--- config.mk ---
export PLATFORM = sky130hd
export DESIGN_NAME = tpu_regs
export DESIGN_NICKNAME = d
export VERILOG_FILES = /design/src/verilog/tpu_pkg.sv /design/src/verilog/tpu_group_copy.sv /design/src/verilog/tpu_regs.sv
export SDC_FILE = /design/constraint.sdc
export NUM_CORES = 1
export LEC_CHECK = 0
export BUFFER_PORTS_ARGS = -buffer_cell sky130_fd_sc_hd__buf_2
export CORE_MARGIN = 2
export CORE_UTILIZATION = 52
export CTS_CLUSTER_DIAMETER = 100
export DETAILED_ROUTE_END_ITERATION = 10
export PLACE_DENSITY = 0.87
export SYNTH_ARGS = -nofsm -noshare
export SYNTH_HDL_FRONTEND = slang
export SYNTH_HIERARCHICAL = 1
export SYNTH_SLANG_ARGS = --single-unit
--- constraint.sdc ---
create_clock -name ref_clk -period 3.2 [get_ports ref_clk]
set_input_delay 0.16 -clock ref_clk [delete_from_list [all_inputs] [get_ports ref_clk]]
set_output_delay 0.16 -clock ref_clk [all_outputs]
set_load 0.01 [all_outputs]
--- src/verilog/tpu_pkg.sv ---
// constants shared by the timing pattern register bank
package tpu_pkg;
  // register indices; byte address on the bus is four times the index
  localparam logic [19:0] IDX_DIR_LO = 20'h0_ee009;
  localparam logic [19:0] IDX_DIR_HI = 20'h0_ee00a;
  localparam logic [19:0] IDX_MODE = 20'h0_fffa0;
  localparam logic [19:0] IDX_TSEL = 20'h0_fffa1;
  localparam logic [19:0] IDX_EN_HI = 20'h0_fffa2;
  localparam logic [19:0] IDX_EN_LO = 20'h0_fffa3;
  localparam logic [19:0] IDX_NXT_HI = 20'h0_fffa4;
  localparam logic [19:0] IDX_NXT_LO = 20'h0_fffa5;
  localparam logic [19:0] IDX_NXT_HI2 = 20'h0_fffa6;
  localparam logic [19:0] IDX_NXT_LO2 = 20'h0_fffa7;
  localparam logic [19:0] IDX_PORT_LO = 20'h0_fffd9;
  localparam logic [19:0] IDX_PORT_HI = 20'h0_fffda;

  // values after reset
  localparam logic [7:0] RST_DIR = 8'h00;
  localparam logic [7:0] RST_MODE = 8'hf0;
  localparam logic [7:0] RST_TSEL = 8'hff;
  localparam logic [7:0] RST_EN = 8'h00;
  localparam logic [7:0] RST_NXT = 8'h00;
  localparam logic [7:0] RST_PORT = 8'h00;

  // reserved bits and write-only reads
  localparam logic [3:0] RSV_NIB = 4'hf;
  localparam logic [7:0] RSV_BYTE = 8'hff;
  localparam logic [7:0] WO_READ = 8'h00;
  localparam logic [3:0] MODE_RSV = 4'hf;

  // trigger select field positions, two bits per group
  localparam int TSEL_G0 = 0;
  localparam int TSEL_G1 = 2;
  localparam int TSEL_G2 = 4;
  localparam int TSEL_G3 = 6;

  // axi responses
  localparam logic [1:0] RESP_OKAY = 2'b00;
  localparam logic [1:0] RESP_SLVERR = 2'b10;

  // bus address to register index, upper address bits ignored
  function automatic logic [19:0] tpu_index(input logic [31:0] addr);
    tpu_index = addr[21:2];
  endfunction : tpu_index

  // trigger field to timer channel; codes 2 and 3 both pick channel 2
  function automatic logic [1:0] tpu_chan(input logic [1:0] sel);
    tpu_chan = sel[1] ? 2'd2 : {1'b0, sel[0]};
  endfunction : tpu_chan
endpackage : tpu_pkg

--- src/verilog/tpu_group_copy.sv ---
// one 4-bit pattern group: trigger pick and next-value merge
`timescale 1ns/1ps
module tpu_group_copy
  import tpu_pkg::*;
(
  // trigger selection
  input wire logic [1:0] sel,
  input wire logic [2:0] cmp_match,
  // group data
  input wire logic [3:0] en,
  input wire logic [3:0] nxt,
  input wire logic [3:0] cur,
  // result
  output logic fire,
  output logic [3:0] upd
);
  logic [1:0] chan;

  // each group picks its own timer channel
  assign chan = tpu_chan(sel);
  assign fire = cmp_match[chan];
  // disabled bits keep their value on a copy
  assign upd = (nxt & en) | (cur & ~en);
endmodule : tpu_group_copy

--- src/verilog/tpu_regs.sv ---
// timing pattern unit register bank with axi4-lite slave
`timescale 1ns/1ps
// Overview of operation
// - registers decode address bits 21 down to 2
// - direction registers write-only, reset zero
// - enabled low port bits ignore writes
// - enabled high port bits ignore writes
// - low group match copies next data
// - high group match copies next data
// - low next data cleared, standby too
// - high next data cleared, standby too
// - shared low trigger: full byte FA5
// - shared low trigger: FA7 reads ones
// - split low: group1 FA5, group0 FA7
// - split low: unused nibbles read ones
// - shared high trigger: full byte FA4
// - shared high trigger: FA6 reads ones
// - split high: group2 FA6, group3 FA4
// - split high: unused nibbles read ones
// - disabled bits never copied
// - each group selects own trigger
module tpu_regs
  import tpu_pkg::*;
(
  // clock and reset
  input wire logic ref_clk,
  input wire logic rst,
  input wire logic hw_standby,
  // axi4-lite write address and data
  input wire logic [31:0] s_axi_awaddr,
  input wire logic s_axi_awvalid,
  output logic s_axi_awready,
  input wire logic [31:0] s_axi_wdata,
  input wire logic [3:0] s_axi_wstrb,
  input wire logic s_axi_wvalid,
  output logic s_axi_wready,
  // axi4-lite write response
  output logic [1:0] s_axi_bresp,
  output logic s_axi_bvalid,
  input wire logic s_axi_bready,
  // axi4-lite read
  input wire logic [31:0] s_axi_araddr,
  input wire logic s_axi_arvalid,
  output logic s_axi_arready,
  output logic [31:0] s_axi_rdata,
  output logic [1:0] s_axi_rresp,
  output logic s_axi_rvalid,
  input wire logic s_axi_rready,
  // timer compare match pulses, channels 0 to 2
  input wire logic [2:0] cmp_match,
  // pattern pins
  output logic [15:0] pattern_output_pin,
  output logic [15:0] pattern_output_oe
);
  // register state
  logic [7:0] dir_lo_r;
  logic [7:0] dir_hi_r;
  logic [3:0] mode_r;
  logic [7:0] tsel_r;
  logic [7:0] en_lo_r;
  logic [7:0] en_hi_r;
  logic [7:0] nxt_lo_r;
  logic [7:0] nxt_hi_r;
  logic [7:0] port_lo_r;
  logic [7:0] port_hi_r;
  // bus state
  logic aw_have_r;
  logic w_have_r;
  logic [19:0] widx_r;
  logic [7:0] wdata_r;
  logic wstrb_r;
  logic bvalid_r;
  logic [1:0] bresp_r;
  logic rvalid_r;
  logic [7:0] rdata_r;
  logic [1:0] rresp_r;
  logic [7:0] rdata_nxt;
  logic rmap_nxt;
  logic wmap;
  // decode and group signals
  logic do_wr;
  logic wr_en;
  logic [19:0] ridx;
  logic shared_lo;
  logic shared_hi;
  logic [3:0] fire;
  logic [15:0] upd;
  logic [15:0] cur;
  logic [15:0] nxt_all;
  logic [15:0] en_all;

  // pins follow the port registers and direction bits
  assign pattern_output_pin = {port_hi_r, port_lo_r};
  assign pattern_output_oe = {dir_hi_r, dir_lo_r};

  // paired groups share when they pick the same channel
  assign shared_lo = tpu_chan(tsel_r[TSEL_G0+:2]) ==
                     tpu_chan(tsel_r[TSEL_G1+:2]);
  assign shared_hi = tpu_chan(tsel_r[TSEL_G2+:2]) ==
                     tpu_chan(tsel_r[TSEL_G3+:2]);

  // per-group trigger and merge
  assign cur = {port_hi_r, port_lo_r};
  assign nxt_all = {nxt_hi_r, nxt_lo_r};
  assign en_all = {en_hi_r, en_lo_r};
  for (genvar g = 0; g < 4; g++)
  begin : g_grp
    tpu_group_copy u_copy (
      .sel(tsel_r[2*g+:2]),
      .cmp_match(cmp_match),
      .en(en_all[4*g+:4]),
      .nxt(nxt_all[4*g+:4]),
      .cur(cur[4*g+:4]),
      .fire(fire[g]),
      .upd(upd[4*g+:4])
    );
  end

  // handshake outputs; one write and one read at a time
  assign s_axi_awready = !aw_have_r && !bvalid_r;
  assign s_axi_wready = !w_have_r && !bvalid_r;
  assign s_axi_arready = !rvalid_r;
  assign s_axi_bvalid = bvalid_r;
  assign s_axi_bresp = bresp_r;
  assign s_axi_rvalid = rvalid_r;
  assign s_axi_rdata = {24'h00_0000, rdata_r};
  assign s_axi_rresp = rresp_r;
  assign do_wr = aw_have_r && w_have_r && !bvalid_r;
  assign wr_en = do_wr && wstrb_r; // only the low byte lane holds data
  assign ridx = tpu_index(s_axi_araddr);

  // which write indices are mapped
  always_comb
  begin
    unique case (widx_r)
      IDX_DIR_LO, IDX_DIR_HI, IDX_MODE, IDX_TSEL, IDX_EN_HI,
      IDX_EN_LO, IDX_NXT_HI, IDX_NXT_LO, IDX_NXT_HI2, IDX_NXT_LO2,
      IDX_PORT_LO, IDX_PORT_HI: wmap = 1'b1;
      default: wmap = 1'b0;
    endcase
  end

  // capture write address and data in either order
  always_ff @(posedge ref_clk)
  begin
    if (rst)
    begin
      aw_have_r <= 1'b0;
      w_have_r <= 1'b0;
      widx_r <= '0;
      wdata_r <= '0;
      wstrb_r <= 1'b0;
    end
    else if (do_wr)
    begin
      aw_have_r <= 1'b0;
      w_have_r <= 1'b0;
    end
    else
    begin
      if (s_axi_awvalid && s_axi_awready)
      begin
        aw_have_r <= 1'b1;
        widx_r <= tpu_index(s_axi_awaddr);
      end
      if (s_axi_wvalid && s_axi_wready)
      begin
        w_have_r <= 1'b1;
        wdata_r <= s_axi_wdata[7:0];
        wstrb_r <= s_axi_wstrb[0];
      end
    end
  end

  // write response raised on the same edge the write is applied
  always_ff @(posedge ref_clk)
  begin
    if (rst)
    begin
      bvalid_r <= 1'b0;
      bresp_r <= RESP_OKAY;
    end
    else if (do_wr)
    begin
      bvalid_r <= 1'b1;
      bresp_r <= wmap ? RESP_OKAY : RESP_SLVERR;
    end
    else if (s_axi_bready)
      bvalid_r <= 1'b0;
  end

  // direction, mode, trigger select and enables
  always_ff @(posedge ref_clk)
  begin
    if (rst || hw_standby)
    begin
      dir_lo_r <= RST_DIR;
      dir_hi_r <= RST_DIR;
      mode_r <= RST_MODE[3:0];
      tsel_r <= RST_TSEL;
      en_lo_r <= RST_EN;
      en_hi_r <= RST_EN;
    end
    else if (wr_en)
    begin
      unique case (widx_r)
        IDX_DIR_LO: dir_lo_r <= wdata_r;
        IDX_DIR_HI: dir_hi_r <= wdata_r;
        IDX_MODE: mode_r <= wdata_r[3:0];
        IDX_TSEL: tsel_r <= wdata_r;
        IDX_EN_LO: en_lo_r <= wdata_r;
        IDX_EN_HI: en_hi_r <= wdata_r;
        default: ;
      endcase
    end
  end

  // next data; the bus layout depends on trigger sharing
  always_ff @(posedge ref_clk)
  begin
    if (rst || hw_standby)
    begin
      nxt_lo_r <= RST_NXT;
      nxt_hi_r <= RST_NXT;
    end
    else if (wr_en)
    begin
      unique case (widx_r)
        IDX_NXT_LO:
          if (shared_lo)
            nxt_lo_r <= wdata_r;
          else
            nxt_lo_r[7:4] <= wdata_r[7:4];
        IDX_NXT_LO2:
          if (!shared_lo)
            nxt_lo_r[3:0] <= wdata_r[3:0];
        IDX_NXT_HI:
          if (shared_hi)
            nxt_hi_r <= wdata_r;
          else
            nxt_hi_r[7:4] <= wdata_r[7:4];
        IDX_NXT_HI2:
          if (!shared_hi)
            nxt_hi_r[3:0] <= wdata_r[3:0];
        default: ;
      endcase
    end
  end

  // port data: cpu owns disabled bits, the copy owns enabled ones,
  // so the two never contend for one bit in the same cycle
  always_ff @(posedge ref_clk)
  begin
    if (rst || hw_standby)
    begin
      port_lo_r <= RST_PORT;
      port_hi_r <= RST_PORT;
    end
    else
    begin
      for (int g = 0; g < 2; g++)
      begin
        if (fire[g])
          port_lo_r[4*g+:4] <= upd[4*g+:4];
        if (fire[g+2])
          port_hi_r[4*g+:4] <= upd[4*g+8+:4];
      end
      if (wr_en && widx_r == IDX_PORT_LO)
      begin
        for (int b = 0; b < 8; b++)
          if (!en_lo_r[b])
            port_lo_r[b] <= wdata_r[b];
      end
      if (wr_en && widx_r == IDX_PORT_HI)
      begin
        for (int b = 0; b < 8; b++)
          if (!en_hi_r[b])
            port_hi_r[b] <= wdata_r[b];
      end
    end
  end

  // read data mux; reserved bits read as ones
  always_comb
  begin
    rmap_nxt = 1'b1;
    rdata_nxt = WO_READ;
    unique case (ridx)
      IDX_DIR_LO, IDX_DIR_HI: rdata_nxt = WO_READ;
      IDX_MODE: rdata_nxt = {MODE_RSV, mode_r};
      IDX_TSEL: rdata_nxt = tsel_r;
      IDX_EN_HI: rdata_nxt = en_hi_r;
      IDX_EN_LO: rdata_nxt = en_lo_r;
      IDX_NXT_LO: rdata_nxt = shared_lo ? nxt_lo_r
                              : {nxt_lo_r[7:4], RSV_NIB};
      IDX_NXT_LO2: rdata_nxt = shared_lo ? RSV_BYTE
                               : {RSV_NIB, nxt_lo_r[3:0]};
      IDX_NXT_HI: rdata_nxt = shared_hi ? nxt_hi_r
                              : {nxt_hi_r[7:4], RSV_NIB};
      IDX_NXT_HI2: rdata_nxt = shared_hi ? RSV_BYTE
                               : {RSV_NIB, nxt_hi_r[3:0]};
      IDX_PORT_LO: rdata_nxt = port_lo_r;
      IDX_PORT_HI: rdata_nxt = port_hi_r;
      default: rmap_nxt = 1'b0;
    endcase
  end

  // read channel: data registered on the same edge the address is taken
  always_ff @(posedge ref_clk)
  begin
    if (rst)
    begin
      rvalid_r <= 1'b0;
      rdata_r <= '0;
      rresp_r <= RESP_OKAY;
    end
    else if (s_axi_arvalid && s_axi_arready)
    begin
      rvalid_r <= 1'b1;
      rdata_r <= rdata_nxt;
      rresp_r <= rmap_nxt ? RESP_OKAY : RESP_SLVERR;
    end
    else if (s_axi_rready)
      rvalid_r <= 1'b0;
  end

  logic wr_lo;
  logic wr_hi;
  assign wr_lo = wr_en && widx_r == IDX_PORT_LO;
  assign wr_hi = wr_en && widx_r == IDX_PORT_HI;
endmodule : tpu_regs
Yosys cells after proc, flatten, opt, wreduce, memory -nomap -nowiden
Index checks and enable logic that the tools add are counted.
W data, S select, Z words.
{ "word_totals": {"regBits": 121, "output_inout_bits": 73, "word_cells": 160} }
{ "op_classes": {"magnitude_cmp": 4, "n_eq_ne": 30, "muxes": 53, "bitwise_logic": 17, "n_reduce_logical": 34} }
{ "ops": {"columns": ["op", "count"], "rows": [
  ["$eq A20 B20 Y1 const B", 24],
  ["$pmux W8 S10", 1],
  ["$mux W4", 12],
  ["$and A4 B4 Y4", 8],
  ["$mux W1", 26],
  ["$reduce_or A12 Y1", 2],
  ["$reduce_and A2 Y1", 10],
  ["$mux W8", 2],
  ["$not A4 Y4", 4],
  ["$or A4 B4 Y4", 4],
  ["$pmux W4 S2", 2],
  ["$lt A2 B3 Y1 const B", 4],
  ["$mux W2", 6],
  ["$logic_and A1 B1 Y1", 10],
  ["$bmux W1 S2", 4],
  ["$ne A2 B2 Y1 const B", 4],
  ["$reduce_and A4 Y1", 2],
  ["$reduce_bool A2 Y1", 4],
  ["$eq A2 B2 Y1", 2],
  ["$logic_not A1 Y1", 4],
  ["$reduce_or A2 Y1", 1],
  ["$logic_or A1 B1 Y1", 1],
  ["$not A1 Y1", 1]
]} }

Longest topological paths before layout
{ "logic_depth": {"ltp_word": 6, "depth_mapped": 7, "mapped_depth_nobuf": 5} }

Modules after synthesis
Netlist, hierarchy kept.
{ "modules_own_cells": {"columns": ["mod", "instances", "cells_per_inst", "area_each_um2", "seq_area_each_um2"], "rows": [
  ["tpu_regs", 1, 656, 5766.8, 2382.3],
  ["tpu_group_copy", 4, 7, 78.8, 0.0]
]} }

Worst setup path after synthesis
No wires, ideal clock.
{ "synth_timing": {"path_type": "register -> register", "from": "register widx_r[3]", "to": "register en_lo_r[0]", "arrival_ps": 2321, "required_time_ps": 3072, "setup_slack_ps": 751, "path_stages_with_launch": 7, "period_less_slack_ps": 2449, "path_cell_list": "dfxtp_1 or4b_4 or4_4 buf_6 nor4_4 mux2i_1 nor2_1"} }
{ "synth_between": {"elab_chain_len": 2} }
{ "synth_rtl": {"columns": ["item", "line_no", "rtl"], "rows": [
  ["start: declaration", "tpu_regs.sv:69", "logic [19:0] widx_r;"],
  ["start signal: assignment", "tpu_regs.sv:164", "widx_r <= tpu_index(s_axi_awaddr);"],
  ["$eq A20 B20 Y1", "tpu_regs.sv:206", "unique case (widx_r)"],
  ["$reduce_and A2 Y1 (no source line)", null, null],
  ["end signal: assignment", "tpu_regs.sv:211", "IDX_EN_LO: en_lo_r <= wdata_r;"],
  ["end: declaration", "tpu_regs.sv:60", "logic [7:0] en_lo_r;"]
]} }
No other way between the ends.
A chain may end at the register's enable or synchronous reset.

Worst setup path after layout
{ "layout_timing": {"from": "register widx_r[3]", "to": "register tsel_r[3]"} }
{ "layout_between": {"elab_chain_len": 2} }
{ "layout_rtl": {"columns": ["item", "line_no", "rtl"], "rows": [
  ["$eq A20 B20 Y1", "tpu_regs.sv:206", null],
  ["$reduce_and A2 Y1 (no source line)", null, null],
  ["end signal: assignment", "tpu_regs.sv:210", "IDX_TSEL: tsel_r <= wdata_r;"],
  ["end: declaration", "tpu_regs.sv:59", "logic [7:0] tsel_r;"]
]} }
No other way between the ends.

==> qor.csv <==
metric;value;unit
sequential area share after synthesis;39.2;%
HPWL after DPL;10700;um
Worst-path clk slew;0.05;ns
CP max stage delay;0.64;ns
Final min period;2.64;ns
EDFF count, synth;0;
Avg Cell Area, Syn;8.89;um2
DRT Pass-1 Iters;5;
Min Hold Slack;0.00535;ns
max-cap violations;0;
initial antenna violation count;0;
CTS max path bufs;2;
layout cells sized above 1;22.9;%
Slew HR;41.6;%
Synth async-reset ratio;0;%
slowest CP cell;nor4_4;
Synth area leaders;dfxtp_1 39%, mux2i_1 14%, nand2_1 6.3%, mux2_4 3.9%, nor2_1 3.9%;
area of the core;11400;um2
critical path cell sequence;or4b_4 -> or4_4 -> nor4_4 -> mux2i_1 -> nand2_1;
port bufs;106;
total gr overflow;0;
count leader, synth;dfxtp_1;
Setup crit end kind;flip-flop;
Synth-to-Final Area Change;21.8;%
fillcell total;942;
Post-CTS Resized;0;
Top FF cell, synth;dfxtp_1;
CP startpoint kind;flip-flop;
full die area;12600;um2
Clock Sinks;119;
clk_lat worst skew;0.42;ns
antenna cell count;0;
Initial DRC Count;555;
DRC;0;
outcome;finished, final reports clean;
vias in the first global route;5363;
largest net degree at the start of global routing;46;
Num CTS Buffers;17;
Req. time, crit path;3.48;ns
routability cong.;0.892;
mapped cell area;6080;um2
Leak Pwr;2.98;nW
post-synth top area share;39.2;%
Fmax;379;MHz
critical path type;flip-flop to flip-flop;
Root Driver;clkbuf_16;
Syn. warnings;6;
Die H;112;um
unrepaired setup endpoints after global routing;false;
via count;5561;
first-pass GRT wire length;27000;um
Final ANT Viol Nets;0;
register area;2380;um2
GRT Util Overall;26.7;%
clk_skew;0.0101;ns
Yosys cell types;55;
final setup TNS;0;ns
final hold vios;0;
Synth Register Bits;119;
Setup crit start;widx_r[3]$_SDFFE_PP0P_;
CTS tree;built;
power density cells;507;nW/um2
final period utilization;82.4;%
Yosys top cell by area;dfxtp_1;
WP data arrival;2.92;ns
Nets;904;
HP Start;s_axi_awaddr[2];
Pins Over Slew Limit;0;
Synth top cells by count;119 x dfxtp_1, 102 x nand2_1, 83 x mux2i_1, 63 x nor2_1, 38 x a21oi_1;
Hold WC Path Type;input pin to flip-flop;
Avg WL per Cell;17.3;um
postcts setup bufs;0;
CP max FO;8;
DIE WIDTH;112;um
# H-tree levels;4;
Vias/cell;5.87;
Initial Util;53.3;%
Worst IR Drop VDD;296;uV
final wirelength;16400;um
IO Count;184;
multi-input logic area;3380;um2
Mapped Cells;684;
r2r startpoint;widx_r[3]$_SDFFE_PP0P_;
num rows;39;
Worst-Margin Slew;0.876;ns
Setup Viol. Count Final;0;
[routing by layer]
layer	routed length, um	vias to the layer above	share of wire [%]	global-route usage, %
met3	1640	32	10	7.34
met5	0	-	0	0
met1	6740	2593	41	33.9
met2	7720	322	47	44.3
li1	-	2614	-	-
met4	297	0	1.8	8.54
[state kept, by name, indices dropped and copies added (netlist names), 4 cells and up]
name,cells
widx_r,20
dir_hi_r,8
dir_lo_r,8
en_hi_r,8
en_lo_r,8
nxt_hi_r,8
nxt_lo_r,8
port_hi_r,8
port_lo_r,8
rdata_r,8
tsel_r,8
wdata_r,8
mode_r,4
[where the power goes]
group / total, mW / switching, mW / internal [mW] / leakage, nW
clock network: 1.91 / 0.661 / 1.25 / 0.295
logic: 0.280 / 0.168 / 0.113 / 1.72
registers: 1.56 / 0.0470 / 1.52 / 0.965
total: 3.75 / 0.876 / 2.88 / 2.98
[cells by family after synthesis]
kind of cell | count (synthesis) | share of synthesized area, %
xor+xnor | 6 | 0.864
compound gates | 122 | 13.4
simple gates | 243 | 19.5
buf+inv | 83 | 6.85
flops | 119 | 39.2
other cells | 1 | 0.0617
mux | 110 | 20.2
[critical path, delay by kind of cell (launching register included)]
family / cells / cell delay [ns]
DFF: 1 / 0.32
muxes: 1 / 0.30
and+or+nand+nor: 4 / 1.88
[stage by stage]
stage / total power [mW] / cell area (um2) / worst slack [ns] / std cells / utilization [%]
after global placement: 1.84 / 6560 / 0.691 / 891 / 57.5
final: 3.75 / 7410 / 0.564 / 947 / 64.9
after global routing: 3.88 / 7410 / 0.484 / 947 / 64.9
after floorplan: 1.78 / 6180 / 0.751 / 709 / -
after detailed placement: 1.84 / 6560 / 0.601 / 891 / 57.5
after CTS: 3.76 / 7410 / 0.585 / 947 / 64.9
[cell usage in the layout (no fill, tap or decap), types with 13 or more instances in the layout]
| cell | n |
|---|---|
| dfxtp_1 | 119 |
| buf_2 | 106 |
| nand2_1 | 102 |
| mux2i_1 | 83 |
| nor2_1 | 62 |
| a21oi_1 | 38 |
| conb_1 | 26 |
| dlygate4sd3_1 | 26 |
| o21ai_0 | 20 |
| clkbuf_16 | 17 |
| o311a_1 | 16 |
| mux2_4 | 16 |
| nor3_1 | 14 |
| a22oi_1 | 13 |
[area by class of cell]
cell class	instances	share of cell area [%]
Clock inverter	10	1.74
Clock buffer	20	6.17
Timing Repair Buffer	140	11.5
Inverter	8	0.405
Sequential cell	119	32.2
Tap cell	143	2.42
Multi-Input combinational cell	507	45.6
[repair_timing]
action	CTS	global route
endpoints found under the setup margin	0	0
hold endpoints to repair	26	0
hold buffers	26	0
[final timing paths]
path | slack [ns] | depth (start not counted) | end
max | 0.56 | 5 | tsel_r[3]$_SDFFE_PP1P_
min | 0.005 | 3 | widx_r[0]$_SDFFE_PP0P_
max reg2reg | 0.56 | 5 | tsel_r[3]$_SDFFE_PP1P_
min reg2reg | 0.45 | 2 | s_axi_rresp[1]$_SDFFE_PP0P_
(Power assumes the default switching activity.)
